### config.mk
export PLATFORM = sky130hd
export DESIGN_NAME = radio_baseband_irq_status
export DESIGN_NICKNAME = d
export VERILOG_FILES = /design/src/pkg/radio_irq_pkg.sv /design/src/pkg/irq_flag_if.sv /design/src/hdl/irq_flag_reg.sv /design/src/hdl/radio_baseband_irq_status.sv
export VERILOG_INCLUDE_DIRS = /design/src /design/src/pkg
export SDC_FILE = /design/constraint.sdc
export NUM_CORES = 1
export LEC_CHECK = 0
export BUFFER_PORTS_ARGS = -buffer_cell sky130_fd_sc_hd__buf_4
export CAP_MARGIN = 10
export CORE_ASPECT_RATIO = 1.5
export CORE_UTILIZATION = 53
export DETAILED_ROUTE_END_ITERATION = 8
export PLACE_DENSITY = 0.73
export SETUP_SLACK_MARGIN = 0.05
export SYNTH_ARGS = -nofsm -noshare
export SYNTH_HDL_FRONTEND = slang
export SYNTH_SLANG_ARGS = --single-unit
export TNS_END_PERCENT = 1
### constraint.sdc
create_clock -name sys_clk -period 2.9 [get_ports sys_clk]
set_clock_uncertainty 0.1 [all_clocks]
set_input_delay 0.435 -clock sys_clk [delete_from_list [all_inputs] [get_ports sys_clk]]
set_output_delay 0.435 -clock sys_clk [all_outputs]
set_load 0.005 [all_outputs]
### src/pkg/radio_irq_consts.svh
`ifndef RADIO_IRQ_CONSTS_SVH
`define RADIO_IRQ_CONSTS_SVH

// ----------------------------------------
// Register selects on the register port
// ----------------------------------------
`define SEL_BB_STATUS 4'h0
`define SEL_LOW_STATUS 4'h1
`define SEL_HIGH_STATUS 4'h2
`define SEL_BB_MASK 4'h3
`define SEL_LOW_MASK 4'h4
`define SEL_HIGH_MASK 4'h5
`define SEL_CFG 4'h6
`define SEL_THR_LO 4'h7
`define SEL_THR_HI 4'h8

// ----------------------------------------
// Baseband status bit positions
// ----------------------------------------
`define BB_BUFFER_LEVEL 7
`define BB_GAIN_RELEASE 6
`define BB_GAIN_HOLD 5
`define BB_TX_DONE 4
`define BB_EXT_MATCH 3
`define BB_ADDR_MATCH 2
`define BB_RX_DONE 1
`define BB_RX_START 0

// ----------------------------------------
// Radio status bit positions
// ----------------------------------------
`define RF_WAKEUP 0
`define RF_TRX_READY 1
`define RF_EVT_LSB 2

// ----------------------------------------
// Configuration fields and reset values
// ----------------------------------------
`define CFG_MASK_MODE 3
`define CFG_RESET 8'h08
`define MASK_RESET 8'h00
`define STATUS_RESET 8'h00
`define THR_RESET 11'h000

`endif

### src/pkg/radio_irq_pkg.sv
package radio_irq_pkg;

  typedef enum logic [2:0] {
    ST_POWER_ON = 3'b000,
    ST_TRXOFF = 3'b001,
    ST_TRANSMIT_PREPARE_STATE = 3'b010,
    ST_TX = 3'b011,
    ST_RX = 3'b100,
    ST_SLEEP = 3'b101,
    ST_DEEP_SLEEP = 3'b110,
    ST_RESET = 3'b111
  } trx_state_e;

  typedef enum logic [2:0] {
    CMD_NOP = 3'b000,
    CMD_SLEEP = 3'b001,
    CMD_TRXOFF = 3'b010,
    CMD_TRANSMIT_PREPARE_STATE = 3'b011,
    CMD_TX = 3'b100,
    CMD_RX = 3'b101,
    CMD_RESET = 3'b110
  } trx_cmd_e;

  typedef logic [7:0] byte_t;

endpackage

### src/pkg/irq_flag_if.sv
`timescale 1ns/1ps
interface irq_flag_if;
  logic [7:0] set_evt;
  logic [7:0] excl_clr;
  logic rd_clr;
  logic [7:0] mask;
  logic show_masked;
  logic [7:0] status;

  modport owner (
    output set_evt,
    output excl_clr,
    output rd_clr,
    output mask,
    output show_masked,
    input status
  );

  modport flags (
    input set_evt,
    input excl_clr,
    input rd_clr,
    input mask,
    input show_masked,
    output status
  );
endinterface

### src/hdl/irq_flag_reg.sv
`timescale 1ns/1ps
`include "radio_irq_consts.svh"
module irq_flag_reg (
  input wire logic sys_clk,
  input wire logic nrst,
  irq_flag_if.flags bus
);
  import radio_irq_pkg::*;

  byte_t visible_set;

  // ----------------------------------------
  // Sticky flags
  // ----------------------------------------
  // A masked event is dropped here when mask mode hides it
  assign visible_set = bus.set_evt & (bus.mask | {8{bus.show_masked}});

  // Set is applied last so a fresh event survives a clearing read
  always_ff @(posedge sys_clk or negedge nrst)
  begin
    if (!nrst)
      bus.status <= `STATUS_RESET;
    else
      bus.status <= (bus.status & ~bus.excl_clr & ~{8{bus.rd_clr}}) | visible_set;
  end
endmodule

### src/hdl/radio_baseband_irq_status.sv
`timescale 1ns/1ps
`include "radio_irq_consts.svh"
module radio_baseband_irq_status #(
  parameter int THR_W = 11
) (
  input wire logic sys_clk,
  input wire logic nrst,
  input wire logic reg_rd,
  input wire logic reg_wr,
  input wire logic [3:0] reg_sel,
  input wire radio_irq_pkg::byte_t reg_wdata,
  input wire logic cmd_valid,
  input wire logic cmd_high,
  input wire radio_irq_pkg::trx_cmd_e cmd_code,
  input wire logic power_up_done,
  input wire logic wake_done,
  input wire logic reset_done,
  input wire logic rx_byte,
  input wire logic gain_hold,
  input wire logic gain_release,
  input wire logic tx_frame_end,
  input wire logic ext_match,
  input wire logic addr_match,
  input wire logic rx_frame_end,
  input wire logic rx_frame_start,
  input wire logic [3:0] radio_evt,
  output radio_irq_pkg::byte_t rd_data,
  output logic irq,
  output radio_irq_pkg::trx_state_e trx_state
);
  import radio_irq_pkg::*;

  irq_flag_if ch [3] ();

  byte_t bb_mask;
  byte_t low_mask;
  byte_t high_mask;
  byte_t cfg;
  logic [THR_W-1:0] thr;
  logic [THR_W-1:0] byte_cnt;
  logic sleep_low;
  logic sleep_high;
  logic buffer_level_flag;
  logic wake_both;
  logic wake_low;
  logic trx_ready_flag;
  logic mask_visibility_mode;
  logic force_wake_mask;
  trx_state_e next_state;
  byte_t bb_set;
  byte_t low_set;
  byte_t high_set;
  byte_t next_rd_data;
  logic next_irq;

  assign mask_visibility_mode = cfg[`CFG_MASK_MODE];
  // Decoded from the next state so the bit already reads 1 in a state's first cycle
  assign force_wake_mask = (next_state == ST_POWER_ON) || (next_state == ST_SLEEP)
    || (next_state == ST_DEEP_SLEEP) || (next_state == ST_RESET);

  // ----------------------------------------
  // Register writes
  // ----------------------------------------
  always_ff @(posedge sys_clk or negedge nrst)
  begin
    if (!nrst)
    begin
      bb_mask <= `MASK_RESET;
      cfg <= `CFG_RESET;
      thr <= `THR_RESET;
    end
    else if (reg_wr)
    begin
      case (reg_sel)
        `SEL_BB_MASK: bb_mask <= reg_wdata;
        `SEL_CFG: cfg <= reg_wdata;
        `SEL_THR_LO: thr[7:0] <= reg_wdata;
        `SEL_THR_HI: thr[THR_W-1:8] <= reg_wdata[THR_W-9:0];
        default: ;
      endcase
    end
  end

  // Wake mask bit is held at 1 in low-power and reset states
  always_ff @(posedge sys_clk or negedge nrst)
  begin
    if (!nrst)
    begin
      low_mask <= `MASK_RESET;
      high_mask <= `MASK_RESET;
    end
    else
    begin
      if (reg_wr && reg_sel == `SEL_LOW_MASK)
        low_mask <= reg_wdata;
      if (reg_wr && reg_sel == `SEL_HIGH_MASK)
        high_mask <= reg_wdata;
      if (force_wake_mask)
      begin
        low_mask[`RF_WAKEUP] <= 1'b1;
        high_mask[`RF_WAKEUP] <= 1'b1;
      end
    end
  end

  // ----------------------------------------
  // Transceiver state
  // ----------------------------------------
  // Deep sleep needs the sleep command on both radios
  always_ff @(posedge sys_clk or negedge nrst)
  begin
    if (!nrst)
    begin
      sleep_low <= 1'b0;
      sleep_high <= 1'b0;
    end
    else if (trx_state == ST_DEEP_SLEEP || next_state == ST_TRXOFF)
    begin
      sleep_low <= 1'b0;
      sleep_high <= 1'b0;
    end
    else if (cmd_valid && cmd_code == CMD_SLEEP)
    begin
      if (cmd_high)
        sleep_high <= 1'b1;
      else
        sleep_low <= 1'b1;
    end
  end

  always_comb
  begin
    next_state = trx_state;
    wake_both = 1'b0;
    wake_low = 1'b0;
    trx_ready_flag = 1'b0;
    case (trx_state)
      ST_POWER_ON:
        if (power_up_done)
        begin
          next_state = ST_TRXOFF;
          wake_both = 1'b1;
        end
      ST_RESET:
        if (reset_done)
        begin
          next_state = ST_TRXOFF;
          wake_both = 1'b1;
        end
      ST_SLEEP:
        if (wake_done)
        begin
          next_state = ST_TRXOFF;
          wake_low = 1'b1;
        end
      ST_DEEP_SLEEP:
        if (wake_done)
        begin
          next_state = ST_TRXOFF;
          wake_both = 1'b1;
        end
      ST_TX:
        if (tx_frame_end)
          next_state = ST_TRANSMIT_PREPARE_STATE;
      ST_RX:
        if (rx_frame_end)
          next_state = ST_TRANSMIT_PREPARE_STATE;
      default: ;
    endcase
    if (cmd_valid && !cmd_high && trx_state != ST_SLEEP && trx_state != ST_DEEP_SLEEP
      && trx_state != ST_POWER_ON)
    begin
      case (cmd_code)
        CMD_RESET: next_state = ST_RESET;
        CMD_TRXOFF: next_state = ST_TRXOFF;
        CMD_TRANSMIT_PREPARE_STATE:
          if (trx_state != ST_TRANSMIT_PREPARE_STATE)
          begin
            next_state = ST_TRANSMIT_PREPARE_STATE;
            trx_ready_flag = 1'b1;
          end
        CMD_TX: if (trx_state == ST_TRANSMIT_PREPARE_STATE) next_state = ST_TX;
        CMD_RX: if (trx_state == ST_TRANSMIT_PREPARE_STATE || trx_state == ST_TRXOFF) next_state = ST_RX;
        default: ;
      endcase
    end
    if (sleep_low && sleep_high && trx_state == ST_SLEEP)
      next_state = ST_DEEP_SLEEP;
    else if (sleep_low && trx_state != ST_SLEEP && trx_state != ST_DEEP_SLEEP)
      next_state = ST_SLEEP;
  end

  always_ff @(posedge sys_clk or negedge nrst)
  begin
    if (!nrst)
      trx_state <= ST_POWER_ON;
    else
      trx_state <= next_state;
  end

  // ----------------------------------------
  // Frame buffer level
  // ----------------------------------------
  // Count saturates so a long frame cannot wrap and flag twice
  always_ff @(posedge sys_clk or negedge nrst)
  begin
    if (!nrst)
      byte_cnt <= '0;
    else if (trx_state != ST_RX || rx_frame_start)
      byte_cnt <= '0;
    else if (rx_byte && byte_cnt != '1)
      byte_cnt <= byte_cnt + THR_W'(1);
  end

  assign buffer_level_flag = (trx_state == ST_RX) && rx_byte && (byte_cnt == thr);

  // ----------------------------------------
  // Status channels
  // ----------------------------------------
  always_comb
  begin
    bb_set = 8'h00;
    bb_set[`BB_BUFFER_LEVEL] = buffer_level_flag;
    bb_set[`BB_GAIN_RELEASE] = gain_release;
    bb_set[`BB_GAIN_HOLD] = gain_hold;
    bb_set[`BB_TX_DONE] = tx_frame_end && trx_state == ST_TX;
    bb_set[`BB_EXT_MATCH] = ext_match;
    bb_set[`BB_ADDR_MATCH] = addr_match;
    bb_set[`BB_RX_DONE] = rx_frame_end && trx_state == ST_RX;
    bb_set[`BB_RX_START] = rx_frame_start;
    low_set = {2'b00, radio_evt, trx_ready_flag, wake_both | wake_low};
    high_set = {7'h00, wake_both};
  end

  assign ch[0].set_evt = bb_set;
  assign ch[0].excl_clr = {1'b0, gain_hold, gain_release, 5'h00};
  assign ch[0].rd_clr = reg_rd && reg_sel == `SEL_BB_STATUS;
  assign ch[0].mask = bb_mask;
  assign ch[1].set_evt = low_set;
  assign ch[1].excl_clr = 8'h00;
  assign ch[1].rd_clr = reg_rd && reg_sel == `SEL_LOW_STATUS;
  assign ch[1].mask = low_mask;
  assign ch[2].set_evt = high_set;
  assign ch[2].excl_clr = 8'h00;
  assign ch[2].rd_clr = reg_rd && reg_sel == `SEL_HIGH_STATUS;
  assign ch[2].mask = high_mask;

  for (genvar g = 0; g < 3; g++)
  begin : g_chan
    assign ch[g].show_masked = mask_visibility_mode;
    irq_flag_reg u_flags (
      .sys_clk(sys_clk),
      .nrst(nrst),
      .bus(ch[g])
    );
  end

  // ----------------------------------------
  // Read data and interrupt pin
  // ----------------------------------------
  always_comb
  begin
    case (reg_sel)
      `SEL_BB_STATUS: next_rd_data = ch[0].status;
      `SEL_LOW_STATUS: next_rd_data = ch[1].status;
      `SEL_HIGH_STATUS: next_rd_data = ch[2].status;
      `SEL_BB_MASK: next_rd_data = bb_mask;
      `SEL_LOW_MASK: next_rd_data = low_mask;
      `SEL_HIGH_MASK: next_rd_data = high_mask;
      `SEL_CFG: next_rd_data = cfg;
      `SEL_THR_LO: next_rd_data = thr[7:0];
      `SEL_THR_HI: next_rd_data = {{(16-THR_W){1'b0}}, thr[THR_W-1:8]};
      default: next_rd_data = 8'h00;
    endcase
  end

  always_ff @(posedge sys_clk or negedge nrst)
  begin
    if (!nrst)
      rd_data <= 8'h00;
    else if (reg_rd)
      rd_data <= next_rd_data;
  end

  // Pin lags the status by one cycle; kept for a glitch-free registered output
  assign next_irq = |(ch[0].status & bb_mask) || |(ch[1].status & low_mask)
    || |(ch[2].status & high_mask);

  always_ff @(posedge sys_clk or negedge nrst)
  begin
    if (!nrst)
      irq <= 1'b0;
    else
      irq <= next_irq;
  end

  // ----------------------------------------
  // Checks
  // ----------------------------------------
  property p_read_clears;
    @(posedge sys_clk) disable iff (!nrst)
    (ch[0].rd_clr && bb_set == 8'h00) |=> (ch[0].status == 8'h00);
  endproperty
  a_read_clears: assert property (p_read_clears) else $error("status not cleared by read");

  property p_set_wins;
    @(posedge sys_clk) disable iff (!nrst)
    (ch[0].rd_clr && mask_visibility_mode && bb_set != 8'h00)
      |=> ((ch[0].status & $past(bb_set)) == $past(bb_set));
  endproperty
  a_set_wins: assert property (p_set_wins) else $error("event lost on clearing read");

  property p_gain_excl;
    @(posedge sys_clk) disable iff (!nrst)
    (gain_hold && !gain_release && mask_visibility_mode)
      |=> (ch[0].status[`BB_GAIN_HOLD] && !ch[0].status[`BB_GAIN_RELEASE]);
  endproperty
  a_gain_excl: assert property (p_gain_excl) else $error("gain flags not exclusive");

  property p_tx_end;
    @(posedge sys_clk) disable iff (!nrst)
    (trx_state == ST_TX && tx_frame_end && !cmd_valid && !sleep_low && mask_visibility_mode)
      |=> (trx_state == ST_TRANSMIT_PREPARE_STATE && ch[0].status[`BB_TX_DONE]
        && !$rose(ch[1].status[`RF_TRX_READY]));
  endproperty
  a_tx_end: assert property (p_tx_end) else $error("tx end handling wrong");

  property p_rx_end;
    @(posedge sys_clk) disable iff (!nrst)
    (trx_state == ST_RX && rx_frame_end && !cmd_valid && !sleep_low && mask_visibility_mode)
      |=> (trx_state == ST_TRANSMIT_PREPARE_STATE && ch[0].status[`BB_RX_DONE]
        && !$rose(ch[1].status[`RF_TRX_READY]));
  endproperty
  a_rx_end: assert property (p_rx_end) else $error("rx end handling wrong");

  property p_wake;
    @(posedge sys_clk) disable iff (!nrst)
    (trx_state == ST_POWER_ON && power_up_done)
      |=> (ch[1].status[`RF_WAKEUP] && ch[2].status[`RF_WAKEUP]);
  endproperty
  a_wake: assert property (p_wake) else $error("wake flag missing");

  property p_irq_pin;
    @(posedge sys_clk) disable iff (!nrst)
    ##1 (irq == $past(next_irq));
  endproperty
  a_irq_pin: assert property (p_irq_pin) else $error("irq pin mismatch");

  property p_mask_force;
    @(posedge sys_clk) disable iff (!nrst)
    (trx_state == ST_SLEEP) |-> (low_mask[`RF_WAKEUP] && high_mask[`RF_WAKEUP]);
  endproperty
  a_mask_force: assert property (p_mask_force) else $error("wake mask not forced");

  property p_hidden;
    @(posedge sys_clk) disable iff (!nrst)
    (!mask_visibility_mode && !bb_mask[`BB_EXT_MATCH] && !ch[0].status[`BB_EXT_MATCH])
      |=> !ch[0].status[`BB_EXT_MATCH];
  endproperty
  a_hidden: assert property (p_hidden) else $error("masked event shown");

  property p_level;
    @(posedge sys_clk) disable iff (!nrst)
    (buffer_level_flag && mask_visibility_mode) |=> ch[0].status[`BB_BUFFER_LEVEL];
  endproperty
  a_level: assert property (p_level) else $error("buffer level flag missing");
endmodule

==> impl_table.tex <==
\begin{tabular}{lr}
\hline
Metric & Value \\
\hline
\multicolumn{2}{l}{\textbf{Timing}} \\
Tcrit/Tclk final & 83.8\% \\
Transition time of the tightest slew-check pin & roughly 0.54 ns \\
Worst-case hold slack & approximately 0.22 ns \\
Count of endpoints failing setup in the final report & 0 \\
Final sum of negative setup slack & 0 ns \\
Slew Limit Headroom & 64.0\% \\
Unrepaired setup endpoints after global routing & no \\
Count of final max-slew check failures & 0 \\
Time the worst path needs with I/O delays and setup & around 2.4 ns \\
Final hold violation count & 0 \\
Maximum clock frequency & 412 MHz \\
\multicolumn{2}{l}{\textbf{Power}} \\
Cell Int Power & between 2 and 3 mW \\
Cell area power density & between 700 and 800 nW/um2 \\
Clock group share of total power & between 30\% and 40\% \\
Switching power summed over all nets & 1.21 mW \\
Switching portion of total power & between 30\% and 40\% \\
Combinational share of power & a little over a fifth \\
Maximum VDD drop & $\sim$0.46 mV \\
Part of the total power dissipated in sequential elements & about 46\% \\
Leakage power of the design & roughly 2.4 nW \\
\multicolumn{2}{l}{\textbf{Synthesis}} \\
Post-synthesis instance area & 4800 um2 \\
Top cells by area, synth & dfrtp\_1 47\%, mux2\_2 9.6\%, mux2i\_1 3.5\%, nand2\_1 2.8\%, nor2\_1 2.5\% \\
Number of register bits inferred by synthesis & around 90 \\
Number of synthesized flops with an enable pin & 0 \\
Post-Synthesis Mean Instance Area & approximately 11 um2 \\
Portion of synthesized cell area occupied by the leading cell type & 47.5\% \\
Proportion of register bits with asynchronous set or reset after synthesis & 100\% \\
Number of warnings issued by yosys & 0 \\
Register area share after synthesis & approximately half \\
Number of distinct library cells after synthesis & between 60 and 70 \\
Cells after synthesis & 452 \\
Cell type with the largest total area after synthesis & dfrtp\_1 \\
Number of nets produced by synthesis & between 400 and 500 \\
Top-count cell post-synth & dfrtp\_1 \\
Post-synth top flop & dfrtp\_1 \\
Cell types with the highest counts after synthesis & 91 x dfrtp\_1, 41 x mux2\_2, 36 x nand2\_1, 32 x nor2\_1 \\
\multicolumn{2}{l}{\textbf{Place}} \\
Final weighted congestion of routability-driven global placement & 0.895 \\
HPWL after detailed placement & about 9400 um \\
Cell count after placement & about 600 \\
Port Buffer Count & 47 \\
Cell area after placement & between 5000 and 6000 um2 \\
\multicolumn{2}{l}{\textbf{Critical path}} \\
Required time of the worst setup path & between 3 and 4 ns \\
Path depth of the worst reg2reg path & 7 \\
Critical path launch point type & register \\
Crit-path max FO & 16 \\
Element type at the critical path end & register \\
Path type of the worst setup path & register to register \\
WP data arrival & $\sim$2.6 ns \\
\multicolumn{2}{l}{\textbf{Global routing}} \\
All-Layer GR Usage & slightly below 30\% \\
Wire length of the first global-routing pass & a little over 20000 um \\
Final global-route overflow total & 0 \\
Via count of the first global-routing pass & $\sim$4000 \\
Pin count of the biggest net entering global routing & 41 \\
Antenna violations before repair & 0 \\
\multicolumn{2}{l}{\textbf{Floorplan}} \\
Row cnt & between 40 and 50 \\
Effective utilization at floorplan & a little over half \\
Width of the die & around 80 um \\
Total die area & roughly 9400 um2 \\
Top-level port count & 48 \\
Placeable core region & about 9000 um2 \\
Die Height & 119 um \\
\multicolumn{2}{l}{\textbf{Route}} \\
Vias & between 3000 and 4000 \\
Routed len/inst & between 20 and 25 um \\
Detailed Route WL & between 10000 and 15000 um \\
Avg Vias per Cell & a little over 6 \\
Number of design-rule violations left by the first detailed-router iteration & about 280 \\
Number of remaining DRC errors & 0 \\
Count of TritonRoute iterations in the first routing pass & 5 \\
Number of nets with antenna violations after detailed routing & 0 \\
\multicolumn{2}{l}{\textbf{Clocking}} \\
Setup Buffers After CTS & 0 \\
Clock buffer count from CTS & 9 \\
Clock tree from TritonCTS & built \\
Sink Count & 92 \\
H-tree Lvls & 3 \\
CTS Root Buffer Type & clkbuf\_16 \\
CTS clock-pin slew for the worst setup and hold paths & $\sim$0.07 ns \\
Number of buffers between clock root and the deepest sink & 2 \\
Latest clock arrival within the worst-skew pair & 0.35 ns \\
\multicolumn{2}{l}{\textbf{Finish}} \\
Multi-input gate area & around 2300 um2 \\
Post-route cell area & about 5600 um2 \\
Share of layout cells above drive strength 1 & about a quarter \\
Layout overhead on the synthesized area & 17.0\% \\
Non-filler instance count after layout & between 600 and 700 \\
Number of antenna repair diodes & 0 \\
Number of filler instances in the final layout & between 700 and 800 \\
Area taken by flip-flops and latches & between 2000 and 2500 um2 \\
Final core utilization & approximately 64\% \\
Count of nets after finishing & 537 \\
\multicolumn{2}{l}{\textbf{Hold path}} \\
Count of cells along the worst hold path & 3 \\
Path type of the worst min-delay path & input port to register \\
\multicolumn{2}{l}{\textbf{Run status}} \\
Status & finished clean \\
\multicolumn{2}{l}{\textbf{Run}} \\
Max\_cap viols & 0 \\
\hline
\end{tabular}
final timing paths:
kind	start	end	slack (ns)
setup / recovery	trx_state[0]	sleep_high	0.47
hold / removal	radio_evt[1]	g_chan[1].u_flags.bus.status[3]	0.22
setup reg to reg	trx_state[0]	sleep_high	0.47
hold reg to reg	g_chan[0].u_flags.bus.status[0]	g_chan[0].u_flags.bus.status[0]	0.40
max in group asynchronous	nrst	ch[2].mask[7]	1.49
min in group asynchronous	nrst	g_chan[0].u_flags.bus.status[5]	0.51
timing repair:
action,CTS,global route
hold endpoints to repair,37,0
gates resized for setup,0,0
hold buffers,1,0
setup endpoints to repair,0,0
cells in the final DEF, fill, tap and decap left out, types with 8 or more instances in the layout:
cell type,netlist,layout
a21oi_1,18,18
a22oi_1,12,12
and2_1,9,9
buf_4,0,57
clkbuf_16,0,9
dfrtp_1,91,91
inv_1,16,16
mux2_2,41,41
mux2i_1,17,17
nand2_1,36,36
nand3_1,8,8
nand4_1,8,8
nor2_1,32,32
nor3_1,8,8
o21ai_0,18,18
o22ai_1,10,10
xnor2_1,10,10
xor2_1,8,8
critical path, stage by stage, from the launching register on:
cell and delay (ns):
dfrtp_1 0.66, xor2_2 0.18, a2111o_1 0.56, o221ai_1 0.22
and3_1 0.24, inv_2 0.05, nor3_2 0.21, nor3_1 0.08
registers in the layout, summed over array words and instances (netlist names):
| signal | flops |
|---|---|
| rd_data | 8 |
| ch.mask | 16 |
| thr | 11 |
| irq | 1 |
| sleep_high | 1 |
| g_chan.u_flags.bus.status | 24 |
| trx_state | 3 |
| sleep_low | 1 |
| cfg | 8 |
| bb_mask | 8 |
| byte_cnt | 11 |
cell families after synthesis:
logic type,after synthesis,share of synthesized area [%]
flops,92,48.0
xor+xnor,19,3.63
simple gates,139,14.8
fa+ha+maj,1,0.261
buf+inv,39,3.26
mux,67,16.5
compound gates,95,13.5
metal layers:
| metal | GRT usage (%) | vias to the layer above | routed length, um |
|---|---|---|---|
| met5 | 0 | - | 0 |
| met1 | 33.7 | 1916 | 4850 |
| li1 | - | 1744 | - |
| met3 | 5.33 | 50 | 497 |
| met4 | 19.8 | 0 | 703 |
| met2 | 49.6 | 123 | 6730 |
metrics by stage:
stage,setup slack [ns],total power [mW]
6_report,0.471,3.95
5_1_grt,0.268,4.13
4_1_cts,0.481,3.96
3_5_place_dp,0.505,2.67
3_3_place_gp,0.565,2.63
2_1_floorplan,0.788,2.33
layout make-up:
class | count | area share (%)
Multi-Input combinational cell | 321 | 41.7
Clock buffer | 11 | 4.33
Tap cell | 110 | 2.45
Clock inverter | 5 | 1.49
Timing Repair Buffer | 58 | 7.81
Sequential cell | 92 | 41.1
Inverter | 18 | 1.20
power groups by stage:
stage | combinational [mW] | clock, mW | sequential (mW)
CTS | 0.853 | 1.30 | 1.80
floorplan | 0.659 | 0 | 1.68
detailed placement | 0.843 | 0 | 1.82
global placement | 0.820 | 0 | 1.81
finish | 0.851 | 1.29 | 1.81
global route | 0.942 | 1.35 | 1.83
No activity file was read; power rests on OpenSTA's default activity.
